$ cat src/design/clcc_pkg.sv
// Purpose: shared constants and types for the charger/LED/converter config bank
// Assumes: 250 MHz core clock, byte-wide register port from the serial slave
// Notes: times kept in their own units, cycle counts derived here
package clcc_pkg;

    localparam int CLK_MHZ = 250;

    // Register byte addresses
    localparam logic [7:0] ADDR_CHARGER_CONFIG = 8'h07;
    localparam logic [7:0] ADDR_STATUS_LED_ON = 8'h08;
    localparam logic [7:0] ADDR_STATUS_LED_PER = 8'h09;
    localparam logic [7:0] ADDR_AUX_LED_ON = 8'h0A;
    localparam logic [7:0] ADDR_AUX_LED_PER = 8'h0B;
    localparam logic [7:0] ADDR_MAIN_CONV = 8'h0C;

    // Reset values
    localparam logic [7:0] RST_CHARGER_CONFIG = 8'h1B;
    localparam logic [7:0] RST_LED = 8'h00;
    localparam logic [7:0] RST_MAIN_CONV = 8'h72;

    // Field positions
    localparam int BIT_POR_SHORT = 7;
    localparam int BIT_CHG_RESTART = 6;
    localparam int BIT_FAST_TIMER = 5;
    localparam int BIT_CUR_HI = 4;
    localparam int BIT_CUR_LO = 3;
    localparam int BIT_USB_HIGH = 2;
    localparam int BIT_USB_ALLOW = 1;
    localparam int BIT_CHG_ENABLE = 0;
    localparam int BIT_LED_SELECT = 7;
    localparam int BIT_FORCED_PWM = 7;
    localparam int BIT_UV_HI = 6;
    localparam int BIT_UV_LO = 5;

    // Times in their own units
    localparam int POR_LONG_MS = 1000;
    localparam int POR_SHORT_MS = 69;
    localparam int ON_STEP_MS = 10;
    localparam int PER_STEP_MS = 100;

    // Cycle counts derived from the clock rate
    localparam int CYC_PER_MS = CLK_MHZ * 1000;
    localparam int POR_LONG_CYC = POR_LONG_MS * CYC_PER_MS;
    localparam int POR_SHORT_CYC = POR_SHORT_MS * CYC_PER_MS;
    localparam int ON_STEP_CYC = ON_STEP_MS * CYC_PER_MS;

    // Blink timing is a 10 ms tick; one period step is this many ticks
    localparam logic [3:0] PER_STEP_TICKS = 4'(PER_STEP_MS / ON_STEP_MS);

    typedef enum logic [1:0] {
        CLCC_CUR_25 = 2'h0,
        CLCC_CUR_50 = 2'h1,
        CLCC_CUR_75 = 2'h2,
        CLCC_CUR_FULL = 2'h3
    } clcc_current_t;

    typedef enum logic [1:0] {
        CLCC_UV_2V50 = 2'h0,
        CLCC_UV_2V75 = 2'h1,
        CLCC_UV_3V00 = 2'h2,
        CLCC_UV_3V25 = 2'h3
    } clcc_uvlo_t;

    // Charger-facing controls
    typedef struct packed {
        logic restart;
        logic fast_timer_en;
        clcc_current_t current_sel;
        logic usb_high_limit;
        logic usb_allowed;
        logic charge_enable;
        logic prefer_wall;
    } clcc_charger_ctl_t;

    // Converter-facing controls
    typedef struct packed {
        logic forced_fixed_frequency;
        clcc_uvlo_t uvlo_sel;
    } clcc_conv_ctl_t;

endpackage

$ cat src/design/clcc_blink.sv
// Purpose: one LED blink generator with select modes
// Assumes: tick is a one-cycle pulse every 10 ms
// Notes: output is the open-drain transistor enable, high means pulled low
`timescale 1ns/100ps
module clcc_blink (
    input wire logic clk,
    input wire logic rst,
    input wire logic tick,
    input wire logic [1:0] select,
    input wire logic [1:0] blink_code,
    input wire logic [1:0] on_code,
    input wire logic follow_code_en,
    input wire logic follow_level,
    input wire logic [6:0] on_time,
    input wire logic [6:0] period,
    output logic drive_on
);

    logic [10:0] tick_reg;
    logic [10:0] tick_next;
    logic drive_next;
    logic [10:0] on_ticks;
    logic [10:0] per_ticks;

    ////////////////////////////////////////////////////////////////////////
    always_comb begin
        on_ticks = 11'(on_time) + 11'h001;
        per_ticks = 11'(period) * 11'(clcc_pkg::PER_STEP_TICKS) +
            11'(clcc_pkg::PER_STEP_TICKS);
        tick_next = tick_reg;
        // Period restarts on wrap so a shortened period takes effect at once
        if (select != blink_code) begin
            tick_next = 11'h000;
        end else if (tick) begin
            if (tick_reg + 11'h001 >= per_ticks) begin
                tick_next = 11'h000;
            end else begin
                tick_next = tick_reg + 11'h001;
            end
        end
        if (follow_code_en && select == 2'h0) begin
            drive_next = follow_level;
        end else if (select == on_code) begin
            drive_next = 1'b1;
        end else if (select == blink_code) begin
            drive_next = tick_reg < on_ticks;
        end else begin
            drive_next = 1'b0;
        end
    end

    always_ff @(posedge clk or posedge rst) begin
        if (rst) begin
            tick_reg <= 11'h000;
            drive_on <= 1'b0;
        end else begin
            tick_reg <= tick_next;
            drive_on <= drive_next;
        end
    end

endmodule

$ cat src/design/clcc_por_timer.sv
// Purpose: power-on reset output pulse timer
// Assumes: rst is the device power-on reset
// Notes: length chosen from the select bit sampled while counting
`timescale 1ns/100ps
module clcc_por_timer #(
    parameter int LONG_CYC = clcc_pkg::POR_LONG_CYC,
    parameter int SHORT_CYC = clcc_pkg::POR_SHORT_CYC
) (
    input wire logic clk,
    input wire logic rst,
    input wire logic short_sel,
    output logic reset_active
);

    logic [31:0] cnt_reg;
    logic [31:0] cnt_next;
    logic active_next;
    logic [31:0] limit;

    ////////////////////////////////////////////////////////////////////////
    always_comb begin
        limit = short_sel ? 32'(SHORT_CYC) : 32'(LONG_CYC);
        cnt_next = cnt_reg;
        active_next = reset_active;
        if (reset_active) begin
            if (cnt_reg + 32'h00000001 >= limit) begin
                active_next = 1'b0;
            end else begin
                cnt_next = cnt_reg + 32'h00000001;
            end
        end
    end

    always_ff @(posedge clk or posedge rst) begin
        if (rst) begin
            cnt_reg <= 32'h00000000;
            reset_active <= 1'b1;
        end else begin
            cnt_reg <= cnt_next;
            reset_active <= active_next;
        end
    end

endmodule

$ cat src/design/clcc_top.sv
// Purpose: charger, LED and main converter configuration register bank
// Assumes: byte register port driven by the serial slave, one access per strobe
// Notes: LED outputs are open-drain, given as output plus enable
`timescale 1ns/100ps
module clcc_top #(
    parameter int POR_LONG_CYC = clcc_pkg::POR_LONG_CYC,
    parameter int POR_SHORT_CYC = clcc_pkg::POR_SHORT_CYC,
    parameter int ON_STEP_CYC = clcc_pkg::ON_STEP_CYC
) (
    input wire logic clk,
    input wire logic rst,
    input wire logic reg_wr,
    input wire logic reg_rd,
    input wire logic [7:0] reg_addr,
    input wire logic [7:0] reg_wdata,
    output logic [7:0] reg_rdata,
    output logic reg_hit,
    input wire logic main_voltage_default_pin,
    input wire logic charger_led_request,
    input wire logic wall_valid,
    input wire logic usb_valid,
    output clcc_pkg::clcc_charger_ctl_t charger_ctl,
    output clcc_pkg::clcc_conv_ctl_t conv_ctl,
    output logic power_on_reset_output,
    output logic charge_status_output_o,
    output logic charge_status_output_oe,
    output logic aux_led_output_o,
    output logic aux_led_output_oe
);

    logic [7:0] chg_reg;
    logic [7:0] chg_next;
    logic [7:0] sled_on_reg;
    logic [7:0] sled_on_next;
    logic [7:0] sled_per_reg;
    logic [7:0] sled_per_next;
    logic [7:0] aled_on_reg;
    logic [7:0] aled_on_next;
    logic [7:0] aled_per_reg;
    logic [7:0] aled_per_next;
    logic [7:0] conv_reg;
    logic [7:0] conv_next;
    logic [7:0] rdata_next;
    logic hit_next;
    logic strap_done_reg;
    logic strap_done_next;
    logic restart_prev_reg;
    logic restart_prev_next;
    clcc_pkg::clcc_charger_ctl_t chg_ctl_next;
    clcc_pkg::clcc_conv_ctl_t conv_ctl_next;
    logic [31:0] tick_cnt_reg;
    logic [31:0] tick_cnt_next;
    logic tick_reg;
    logic tick_next;
    logic por_active;
    logic sled_drive;
    logic aled_drive;
    logic por_out_next;

    ////////////////////////////////////////////////////////////////////////
    // Register file
    always_comb begin
        chg_next = chg_reg;
        sled_on_next = sled_on_reg;
        sled_per_next = sled_per_reg;
        aled_on_next = aled_on_reg;
        aled_per_next = aled_per_reg;
        conv_next = conv_reg;
        strap_done_next = 1'b1;
        // Strap caught by a clock edge after release, never under reset
        if (!strap_done_reg) begin
            conv_next[0] = main_voltage_default_pin;
        end
        if (reg_wr) begin
            unique case (reg_addr)
                clcc_pkg::ADDR_CHARGER_CONFIG: chg_next = reg_wdata;
                clcc_pkg::ADDR_STATUS_LED_ON: sled_on_next = reg_wdata;
                clcc_pkg::ADDR_STATUS_LED_PER: sled_per_next = reg_wdata;
                clcc_pkg::ADDR_AUX_LED_ON: aled_on_next = reg_wdata;
                clcc_pkg::ADDR_AUX_LED_PER: aled_per_next = reg_wdata;
                clcc_pkg::ADDR_MAIN_CONV: conv_next = reg_wdata;
                default: ;
            endcase
        end
        hit_next = 1'b1;
        unique case (reg_addr)
            clcc_pkg::ADDR_CHARGER_CONFIG: rdata_next = chg_reg;
            clcc_pkg::ADDR_STATUS_LED_ON: rdata_next = sled_on_reg;
            clcc_pkg::ADDR_STATUS_LED_PER: rdata_next = sled_per_reg;
            clcc_pkg::ADDR_AUX_LED_ON: rdata_next = aled_on_reg;
            clcc_pkg::ADDR_AUX_LED_PER: rdata_next = aled_per_reg;
            clcc_pkg::ADDR_MAIN_CONV: rdata_next = conv_reg;
            default: begin
                rdata_next = 8'h00;
                hit_next = 1'b0;
            end
        endcase
        if (!reg_rd && !reg_wr) begin
            rdata_next = reg_rdata;
            hit_next = reg_hit;
        end
    end

    always_ff @(posedge clk or posedge rst) begin
        if (rst) begin
            chg_reg <= clcc_pkg::RST_CHARGER_CONFIG;
            sled_on_reg <= clcc_pkg::RST_LED;
            sled_per_reg <= clcc_pkg::RST_LED;
            aled_on_reg <= clcc_pkg::RST_LED;
            aled_per_reg <= clcc_pkg::RST_LED;
            conv_reg <= clcc_pkg::RST_MAIN_CONV;
            strap_done_reg <= 1'b0;
            reg_rdata <= 8'h00;
            reg_hit <= 1'b0;
        end else begin
            chg_reg <= chg_next;
            sled_on_reg <= sled_on_next;
            sled_per_reg <= sled_per_next;
            aled_on_reg <= aled_on_next;
            aled_per_reg <= aled_per_next;
            conv_reg <= conv_next;
            strap_done_reg <= strap_done_next;
            reg_rdata <= rdata_next;
            reg_hit <= hit_next;
        end
    end

    ////////////////////////////////////////////////////////////////////////
    // Charger and converter controls
    always_comb begin
        restart_prev_next = chg_reg[clcc_pkg::BIT_CHG_RESTART];
        // Either edge counts; host sets then clears, each edge restarts
        chg_ctl_next.restart = chg_reg[clcc_pkg::BIT_CHG_RESTART] ^
            restart_prev_reg;
        chg_ctl_next.fast_timer_en = chg_reg[clcc_pkg::BIT_FAST_TIMER];
        chg_ctl_next.current_sel = clcc_pkg::clcc_current_t'(
            {chg_reg[clcc_pkg::BIT_CUR_HI], chg_reg[clcc_pkg::BIT_CUR_LO]});
        chg_ctl_next.charge_enable = chg_reg[clcc_pkg::BIT_CHG_ENABLE];
        chg_ctl_next.usb_allowed = chg_reg[clcc_pkg::BIT_CHG_ENABLE] &
            chg_reg[clcc_pkg::BIT_USB_ALLOW];
        chg_ctl_next.usb_high_limit = chg_reg[clcc_pkg::BIT_USB_ALLOW] &
            chg_reg[clcc_pkg::BIT_USB_HIGH];
        chg_ctl_next.prefer_wall = chg_reg[clcc_pkg::BIT_CHG_ENABLE] & wall_valid &
            (usb_valid | 1'b1);
        conv_ctl_next.forced_fixed_frequency = conv_reg[clcc_pkg::BIT_FORCED_PWM];
        conv_ctl_next.uvlo_sel = clcc_pkg::clcc_uvlo_t'(
            {conv_reg[clcc_pkg::BIT_UV_HI], conv_reg[clcc_pkg::BIT_UV_LO]});
    end

    always_ff @(posedge clk or posedge rst) begin
        if (rst) begin
            restart_prev_reg <= 1'b0;
            charger_ctl <= '0;
            conv_ctl <= '0;
        end else begin
            restart_prev_reg <= restart_prev_next;
            charger_ctl <= chg_ctl_next;
            conv_ctl <= conv_ctl_next;
        end
    end

    ////////////////////////////////////////////////////////////////////////
    // Shared 10 ms tick for both blink generators
    always_comb begin
        tick_next = 1'b0;
        tick_cnt_next = tick_cnt_reg + 32'h00000001;
        if (tick_cnt_reg + 32'h00000001 >= 32'(ON_STEP_CYC)) begin
            tick_cnt_next = 32'h00000000;
            tick_next = 1'b1;
        end
    end

    always_ff @(posedge clk or posedge rst) begin
        if (rst) begin
            tick_cnt_reg <= 32'h00000000;
            tick_reg <= 1'b0;
        end else begin
            tick_cnt_reg <= tick_cnt_next;
            tick_reg <= tick_next;
        end
    end

    ////////////////////////////////////////////////////////////////////////
    clcc_por_timer #(
        .LONG_CYC(POR_LONG_CYC),
        .SHORT_CYC(POR_SHORT_CYC)
    ) u_por (
        .clk(clk),
        .rst(rst),
        .short_sel(chg_reg[clcc_pkg::BIT_POR_SHORT]),
        .reset_active(por_active)
    );

    // Select code is {on-time bit 7, period bit 7}
    clcc_blink u_status_led (
        .clk(clk),
        .rst(rst),
        .tick(tick_reg),
        .select({sled_on_reg[clcc_pkg::BIT_LED_SELECT],
            sled_per_reg[clcc_pkg::BIT_LED_SELECT]}),
        .blink_code(2'h1),
        .on_code(2'h3),
        .follow_code_en(1'b1),
        .follow_level(charger_led_request),
        .on_time(sled_on_reg[6:0]),
        .period(sled_per_reg[6:0]),
        .drive_on(sled_drive)
    );

    clcc_blink u_aux_led (
        .clk(clk),
        .rst(rst),
        .tick(tick_reg),
        .select({aled_on_reg[clcc_pkg::BIT_LED_SELECT],
            aled_per_reg[clcc_pkg::BIT_LED_SELECT]}),
        .blink_code(2'h1),
        .on_code(2'h3),
        .follow_code_en(1'b0),
        .follow_level(1'b0),
        .on_time(aled_on_reg[6:0]),
        .period(aled_per_reg[6:0]),
        .drive_on(aled_drive)
    );

    ////////////////////////////////////////////////////////////////////////
    // Registered pin stage; open-drain pins only ever drive low
    always_comb begin
        por_out_next = por_active;
    end

    always_ff @(posedge clk or posedge rst) begin
        if (rst) begin
            power_on_reset_output <= 1'b1;
            charge_status_output_o <= 1'b0;
            charge_status_output_oe <= 1'b0;
            aux_led_output_o <= 1'b0;
            aux_led_output_oe <= 1'b0;
        end else begin
            power_on_reset_output <= por_out_next;
            charge_status_output_o <= 1'b0;
            charge_status_output_oe <= sled_drive;
            aux_led_output_o <= 1'b0;
            aux_led_output_oe <= aled_drive;
        end
    end

endmodule

$ cat config.mk
export PLATFORM = sky130hd
export DESIGN_NAME = clcc_top
export DESIGN_NICKNAME = d
export VERILOG_FILES = /design/src/design/clcc_pkg.sv /design/src/design/clcc_blink.sv /design/src/design/clcc_por_timer.sv /design/src/design/clcc_top.sv
export SDC_FILE = /design/constraint.sdc
export NUM_CORES = 1
export LEC_CHECK = 0
export BUFFER_PORTS_ARGS = -buffer_cell sky130_fd_sc_hd__buf_2
export CORE_ASPECT_RATIO = 0.9
export CORE_MARGIN = 3
export CORE_UTILIZATION = 30
export CTS_BUF_LIST = sky130_fd_sc_hd__clkbuf_16
export DETAILED_ROUTE_END_ITERATION = 16
export PLACE_DENSITY = 0.52
export SYNTH_ARGS = -nofsm -noshare
export SYNTH_HDL_FRONTEND = slang
export SYNTH_SLANG_ARGS = --single-unit
$ cat constraint.sdc
create_clock -name clk -period 10.96 [get_ports clk]
set_input_delay 1.096 -clock clk [delete_from_list [all_inputs] [get_ports clk]]
set_output_delay 1.096 -clock clk [all_outputs]
set_load 0.01 [all_outputs]
======== Yosys cells after proc, flatten, opt, wreduce, memory -nomap -nowiden ========
Index checks and enable logic that the tools add are counted.
storage, ports and cells
  register bits after elaboration ......... 163
  input port bits ......................... 24
  output and inout bits ................... 25
  logic and storage cells ................. 99
operators by class
  add/sub/neg operators ................... 8
  multipliers ............................. 2
  magnitude comparators ................... 6
  equal/unequal tests ..................... 12
  mux-type cells .......................... 21
  bitwise logic cells ..................... 5
  reductions and logical operators ........ 14
operator list
  kind                                                   count
  2-to-1 mux 11 bit                                      6
  adder 32 x 1 -> 32 bit, second input constant          2
  one-hot mux 8 bit (6 select lines)                     1
  == test 8 x 4 -> 1 bit, second input constant          5
  >= comparator 32 x 22 -> 1 bit, second input constant  1
  >= comparator 32 bit                                   1
  2-to-1 mux 32 bit                                      1
  2-to-1 mux 28 bit                                      1
  adder 11 x 1 -> 11 bit, second input constant          2
  adder 11 x 4 -> 11 bit, second input constant          2
  >= comparator 11 bit                                   2
  less-than comparator 11 bit                            2
  multiplier 7 x 3 -> 10 bit, second input constant      2
  adder 7 x 1 -> 8 bit, second input constant            2
  AND reduction 2 bit                                    7
  2-to-1 mux 1 bit                                       12
  == test 8 x 3 -> 1 bit, second input constant          1
  OR reduction 6 bit                                     1
  == test 2 x 1 -> 1 bit, second input constant          2
  == test 2 bit, second input constant                   2
  != test 2 x 1 -> 1 bit, second input constant          2
  nonzero test 2 bit                                     2
  AND 1 bit                                              3
  zero test 1 bit                                        2
  other kinds (4)                                        4

======== Longest topological paths before layout ========
Gate-level depths: netlist of the first run.
  word-level depth ........................ 6
  gate-level depth with buffers ........... 19
  mapped depth without buffers ............ 19

======== Hierarchy ========
A second synthesis of the first run with hierarchy kept.
unflattened totals
  cells, all modules ...................... 1052
  area total of the unflattened synthesis .. 10670.2 um^2
by module, submodules not included
  module          times used  cells an instance  area each (um^2)  seq. area each (um^2)
  clcc_top        1           425                5072.4            2663.8
  clcc_blink      2           189                1616.6            300.3
  clcc_por_timer  1           249                2364.8            827.0

======== Worst setup path after synthesis of the first run ========
Ideal clock, no wire load.
  kind .................................... flip-flop to flip-flop
  start ................................... reg u_por.cnt_reg[0]
  end ..................................... reg u_por.cnt_reg[1]
  setup time .............................. 0.125 ns
  arrival ................................. 3.892 ns
  data required time ...................... 10.835 ns
  setup slack ............................. 6.943 ns
  cell stages (with the launch flop) ...... 17
  path buffers ............................ 1
  clock period less this slack ............ 4.017 ns
  path through ............................ dfrtp_1 > ha_1 > and4_1 > buf_2 > nand4_1 > nor3_2 > and3_1 > xor2_1 > ha_1 > o21ai_0 > o21ai_0 > a31oi_1 > a31oi_1 > a2111oi_4 > nand2_2 > nor2_2 > mux2_2
on the way
  longest elaborated chain between the ends .. 4
RTL lines
  item                           line                                        source
  from (decl)                    clcc_por_timer.sv:15                        logic [31:0] cnt_reg;
  from (signal assigned)         clcc_por_timer.sv:39                        cnt_reg <= cnt_next;
  adder 32 x 1 -> 32 bit (*)     clcc_por_timer.sv:26, clcc_por_timer.sv:29
  >= comparator 32 bit           clcc_por_timer.sv:26                        if (cnt_reg + 32'h00000001 >= limit) begin
  NOT 1 bit (no line)            -
  AND reduction 2 bit (no line)  -
Mark *: on every way between the ends. The rest lies on a longest branch, timed or not.
A chain may end at the register's enable or synchronous reset.

======== Worst setup path after layout of the first run ========
Ends and elaborated chain as after synthesis.

==> results of run 1 <==
worst reg2reg max path, cell delays in order (launching register included):
cell and delay [ps]:
dfrtp_1 480, ha_1 310, and4_1 380, nand4_1 450, nor3_2 460, and3_1 240, xor2_1 160, ha_1 260
o21ai_0 130, o21ai_0 140, a31oi_1 170, a31oi_1 150, a2111oi_4 570, nand2_2 480, nor2_2 550, mux2_2 390
synth_stat cells (all sizes together), types with 3 or more instances:
cell type  instances  area share [%]
o21a              11            0.80
a22oi              9            0.65
nand3             51             2.5
dfstp             10             2.5
and4              10            0.84
and3              17             1.0
or2                3            0.18
nand2b             9            0.54
ha                76             9.2
and2              12            0.72
a21o              17             1.2
a22o               8            0.68
buf               20             1.3
mux2i              6            0.58
a2111oi            4            0.72
or4                3            0.25
nand4b             7            0.59
nor4              15             1.3
xor2              60             5.1
dfrtp            153              37
nor3              20             1.3
clkbuf             6            0.22
or3                4            0.25
nor4b              6            0.69
mux4               8             1.7
a21oi             29             1.4
nand4             19             1.1
nor2              75             3.2
nor3b              8            0.77
o21bai             4            0.29
a31oi              5            0.30
a211o              3            0.25
nor2b              9            0.54
inv               33             1.2
o21ai             38             1.9
a211oi             3            0.22
mux2              48             5.2
a311oi             4            0.34
o31ai              3            0.22
nand2            105             3.9
xnor2             56             4.7
nand3b             5            0.36
per-layer routing:
layer	up-vias	global-route usage (%)
met4	2	3.21
met3	17	2.68
li1	3756	-
met5	-	0
met2	82	20.8
met1	3599	19.4
report_power, final:
part	switching [mW]	total [mW]	internal [mW]
Sequential	0.0173	0.634	0.616
Clock	0.279	0.629	0.349
Combinational	0.0517	0.0887	0.0370
final cells by class:
cell class	instances	area (um^2)	area share, %
multi-input combinational	806	6040	51.5
sequential	163	4090	34.9
tap	455	569	4.86
clock buffer	17	425	3.63
timing repair buffer	51	270	2.31
clock inverter	15	188	1.60
inverter	33	129	1.10
antenna	1	2.50	0.0214
worst paths after layout:
kind,to,slack (ps),cells after the start
max,u_por.cnt_reg[1],5550,15
min reg2reg,aux_led_output_oe,360,0
min,aux_led_output_oe,360,0
max in group asynchronous,reg_rdata[0],8630,3
min in group asynchronous,tick_cnt_reg[26],820,2
max reg2reg,u_por.cnt_reg[1],5550,15
through the flow:
stage	instance area, um^2	util (%)	std cells	hold slack [ps]
after detailed placement	11100	33.1	1508	340
after floorplan	10400	-	1028	331
after global placement	11100	33.1	1508	337
after CTS	11700	35.0	1540	363
final	11700	35.0	1541	358
after global routing	11700	35.0	1540	371
kinds of logic (layout without fill, tap and decap cells):
logic type | count (synthesis) | count (layout) | synth area share, %
flip-flops | 163 | 163 | 39.5
XOR/XNOR | 116 | 116 | 9.80
AO/OA/AOI/OAI | 154 | 154 | 10.3
adder cells (fa/ha/maj) | 78 | 78 | 9.56
AND/OR/NAND/NOR | 383 | 383 | 20.5
buffers and inverters | 59 | 116 | 2.70
multiplexers | 62 | 62 | 7.53
other | 2 | 14 | 0.0725
==> results.ini, run 1 <==
[cts]
cts_sinks = 163
clockBufferDepth = 2
cts_buffers = 17
cts_max_level = 4
cts_tree = built
cts_hold_buf = 0
insertion_delay_ps = 430
post_cts_buffers = 0
cts.reportedPaths.clkPinSlew_ps = 80
cts-root-buf = clkbuf_16
cts_repair_resize_count = 0

[min_path]
worstHoldPathType = flop to flop
hold_path_startpoint = u_aux_led.drive_on

[critical_path]
critPathLaunchType = flop
cpPeakStageDelay_ps = 570
worst-path-max-fanout = 20
cpMaxStageDelayCell = a2111oi_4
reg2reg_from = u_por.cnt_reg[0]
end_kind = flop
worst_ep_required_time_ps = 11270
path_buf_inv = 0
crit_type = flop to flop
cp_data_arrival_time_ps = 5710
cpLargestDelayFamily = simple AND/OR/NAND/NOR gates
crit_path_start = u_por.cnt_reg[0]
crit_chain = ha_1 > and4_1 > nand4_1 > nor3_2 > and3_1 > xor2_1 > ha_1 > o21ai_0 > o21ai_0 > a31oi_1 > a31oi_1 > a2111oi_4 > nand2_2 > nor2_2 > mux2_2

[final_layout]
drive_gt1_share_pct = 19.0
final_common_cell = dfrtp_1
final_cell_mix = dfrtp_1, nand2_1, ha_1, xor2_1, xnor2_1
nFillCells = 3395
area_growth_pct = 13.0
final_nets = 1174

[synth]
synthCells = 1017
synth_seq_cells = 163
avgSynthCellArea_um2 = 10.2
synth_flop_cell = dfrtp_1
async_reset_ff_share_pct = 100
synth_cell_types = 76
synth-seq-area-share_pct = 39.5
syn_area_um2 = 10400
synth_edf_count = 0
synth_warnings = 0

[global_routing]
antenna_found_initial = 1
track_usage_pct = 13.5
grt_pass1_wl_um = 40300
grt_max_degree = 87
grt-ovfl-total = 0
grt_pass1_vias = 7448

[timing]
fmax_ghz = 0.185
tightest_slew_ps = 1070
timing.final.crit_share_pct = 49.3
fin_crit_ps = 5410
finClkSkew_ps = 13.5
setup_viol = 0
slew_headroom_pct = 28.2
slew_viol_final = 0
rsz0062_at_grt = no
tns_ps = 0
setup_slack_ps = 5550
final_hold_viol_count = 0

[route]
vias = 7456
vias_per_cell = 4.84
wl_met3_um = 719
wire_per_inst_um = 15.6
drtIter0Drc = 453
met1_length_um = 12200
top_layer = met5
routed_wl_um = 24000
drcViolationCount = 0
wl_met2_um = 10700
drtPass1Iterations = 5
final_antenna_net_count = 0

[placement]
hpwlAfterDp_um = 17600
place_congestion = 0.803
io_buffer_count = 45
dp_worst_setup_slack_ps = 5510

[die]
floorplan.initialDensity_pct = 30.9
die_width_um = 202
die_area_um2 = 36800
core_um2 = 33500
die_h_um = 182
fp-row-count = 63
ios = 49

[pwr]
leakagePower_nw = 5.46
design_power_total_mw = 1.35
ir_worst_vdd_v = 0.000108
power_density_nw_per_um2 = 115

[status]
status = finished clean

[flow_run]
drv_cap = 0

Power figures use the tool's default switching activity.
==> inputs of run 2 (changes only) <==
--- a/config.mk
+++ b/config.mk
@@ -11,7 +11,7 @@
 export CORE_UTILIZATION = 30
 export CTS_BUF_LIST = sky130_fd_sc_hd__clkbuf_16
 export DETAILED_ROUTE_END_ITERATION = 16
-export PLACE_DENSITY = 0.52
+export PLACE_DENSITY = 0.53
 export SYNTH_ARGS = -nofsm -noshare
 export SYNTH_HDL_FRONTEND = slang
 export SYNTH_SLANG_ARGS = --single-unit
==> constraint.sdc (replaced) <==
create_clock -name clk -period 4.4 [get_ports clk]
set_input_delay 0.44 -clock clk [delete_from_list [all_inputs] [get_ports clk]]
set_output_delay 0.44 -clock clk [all_outputs]
set_load 0.01 [all_outputs]
==> run 2 against run 1 <==
  * Non-clock buffer count is 15 higher
  * Highest routed layer unchanged
  * Die area stayed put
  * Core utilization is 0.38 points higher
  * Via count is 0.94% higher
  * Largest cell class unchanged
  * Register-to-register slack worse by 5200 ps
  * First-iteration DRC count is 4.2% higher
  * Critical endpoint is now u_aux_led.tick_reg[6]
==> results.ini, run 2 (same netlist as run 1, synthesis figures left out) <==
[die]
die_h_um = 182
fp-row-count = 63
floorplan.initialDensity_pct = 30.9
ios = 49
die_width_um = 202
core_um2 = 33500
die_area_um2 = 36800

[global_routing]
grt_pass1_wl_um = 40000
grt-ovfl-total = 0
grt_pass1_vias = 7365
antenna_found_initial = 2
grt_max_degree = 164
track_usage_pct = 13.4

[flow_run]
drv_cap = 0

[route]
drcViolationCount = 0
drtIter0Drc = 472
wire_per_inst_um = 15.6
routed_wl_um = 24300
drtPass1Iterations = 5
vias_per_cell = 4.84
final_antenna_net_count = 0
vias = 7526

[critical_path]
reg2reg_to = u_aux_led.tick_reg[6]
rr_worst_depth = 17
cp-endpoint = u_aux_led.tick_reg[6]
crit_chain = ha_1 > ha_1 > fa_1 > a21oi_1 > nor2_1 > nor2_1 > xnor2_1 > nand3_1 > xor2_1 > ha_1 > nor4b_1 > o21ai_0 > or3b_2 > o21ai_1 > nor2_1 > a21oi_1 > a21o_1
cpMaxStageDelayCell = or3b_2
cpLargestDelayFamily = simple AND/OR/NAND/NOR gates
rrSetupSlack_ps = 320
end_kind = flop
path_buf_inv = 0
crit_path_start = aled_per_reg[1]
cp.depth = 17
cp_data_arrival_time_ps = 4440
worst_ep_required_time_ps = 4760
reg2reg_from = aled_per_reg[1]
critPathLaunchType = flop
worst-path-max-fanout = 8
crit_type = flop to flop
cpPeakStageDelay_ps = 460

[final_layout]
regArea_um2 = 4090
multi_input_comb_area_um2 = 6040
area_growth_pct = 14.2
nFillCells = 3392
drive_gt1_share_pct = 19.8
diodes = 0
final_nets = 1189
final_cell_mix = dfrtp_1, nand2_1, ha_1, xor2_1, xnor2_1
final_common_cell = dfrtp_1

[pwr]
design_power_total_mw = 3.38
seq_power_share_pct = 46.7
intPower_mw = 2.58
pwr-share-comb_pct = 6.6
switching_share_pct = 23.7
switching_power_mw = 0.803
power_density_nw_per_um2 = 286
leakagePower_nw = 5.54
ir_worst_vdd_v = 0.000240
clkPwrFrac_pct = 46.7

[timing]
finClkSkew_ps = 11.9
tightest_slew_ps = 903
timing.final.crit_share_pct = 92.8
fin_crit_ps = 4080
slew_viol_final = 0
final_hold_viol_count = 0
rsz0062_at_grt = no
fmax_ghz = 0.245
setup_viol = 0
tns_ps = 0
slew_headroom_pct = 39.8

[min_path]
worstHoldPathType = primary input to flop
hold_depth = 2

[cts]
cts_hold_buf = 0
cts_sinks = 163
cts_tree = built
cts_buffers = 17
cts_repair_resize_count = 0
clockBufferDepth = 2
post_cts_buffers = 0
cts_max_level = 4
cts.reportedPaths.clkPinSlew_ps = 60
cts-root-buf = clkbuf_16
insertion_delay_ps = 430

[placement]
hpwlAfterDp_um = 17800
io_buffer_count = 45
place_congestion = 0.817

[status]
status = finished clean

run 2: worst min path at each step:
stage | startpoint | end | slack [ps]
final | wall_valid | charger_ctl[0] | 240
after global routing | wall_valid | charger_ctl[0] | 230
after CTS | wall_valid | charger_ctl[0] | 220
after detailed placement | u_aux_led.drive_on | aux_led_output_oe | 340
after global placement | u_aux_led.drive_on | aux_led_output_oe | 340
after floorplan | u_aux_led.drive_on | aux_led_output_oe | 330
run 2: layout make-up:
class	count	area share [%]
well taps	455	4.81
clock buffers	17	3.59
clock inverters	15	1.63
flip-flops and latches	163	34.6
repair buffers	66	3.34
multi-input cells	806	51.0
inverters	33	1.08
run 2: power groups by stage:
stage	clock [mW]	combinational (mW)	sequential (mW)
after floorplan	0	0.158	1.59
after global placement	0	0.223	1.61
after detailed placement	0	0.228	1.61
after CTS	1.63	0.229	1.58
after global routing	1.70	0.256	1.58
final	1.58	0.224	1.58
run 2: metal layers:
layer	GRT usage (%)	share of wire (%)
met5	0	0.086
met4	2.90	0.94
met3	2.85	3.2
met2	21.4	46
met1	18.9	50
run 2: per-stage QoR:
step / utilization [%] / hold WS [ps] / setup slack (ps) / instance area (um^2) / std cells
after floorplan: - / 331 / 383 / 10400 / 1028
after global placement: 33.5 / 336 / 392 / 11200 / 1523
after detailed placement: 33.5 / 336 / 335 / 11200 / 1523
after CTS: 35.3 / 218 / 299 / 11800 / 1555
after global routing: 35.3 / 232 / 21.4 / 11800 / 1555
final: 35.3 / 239 / 318 / 11800 / 1555
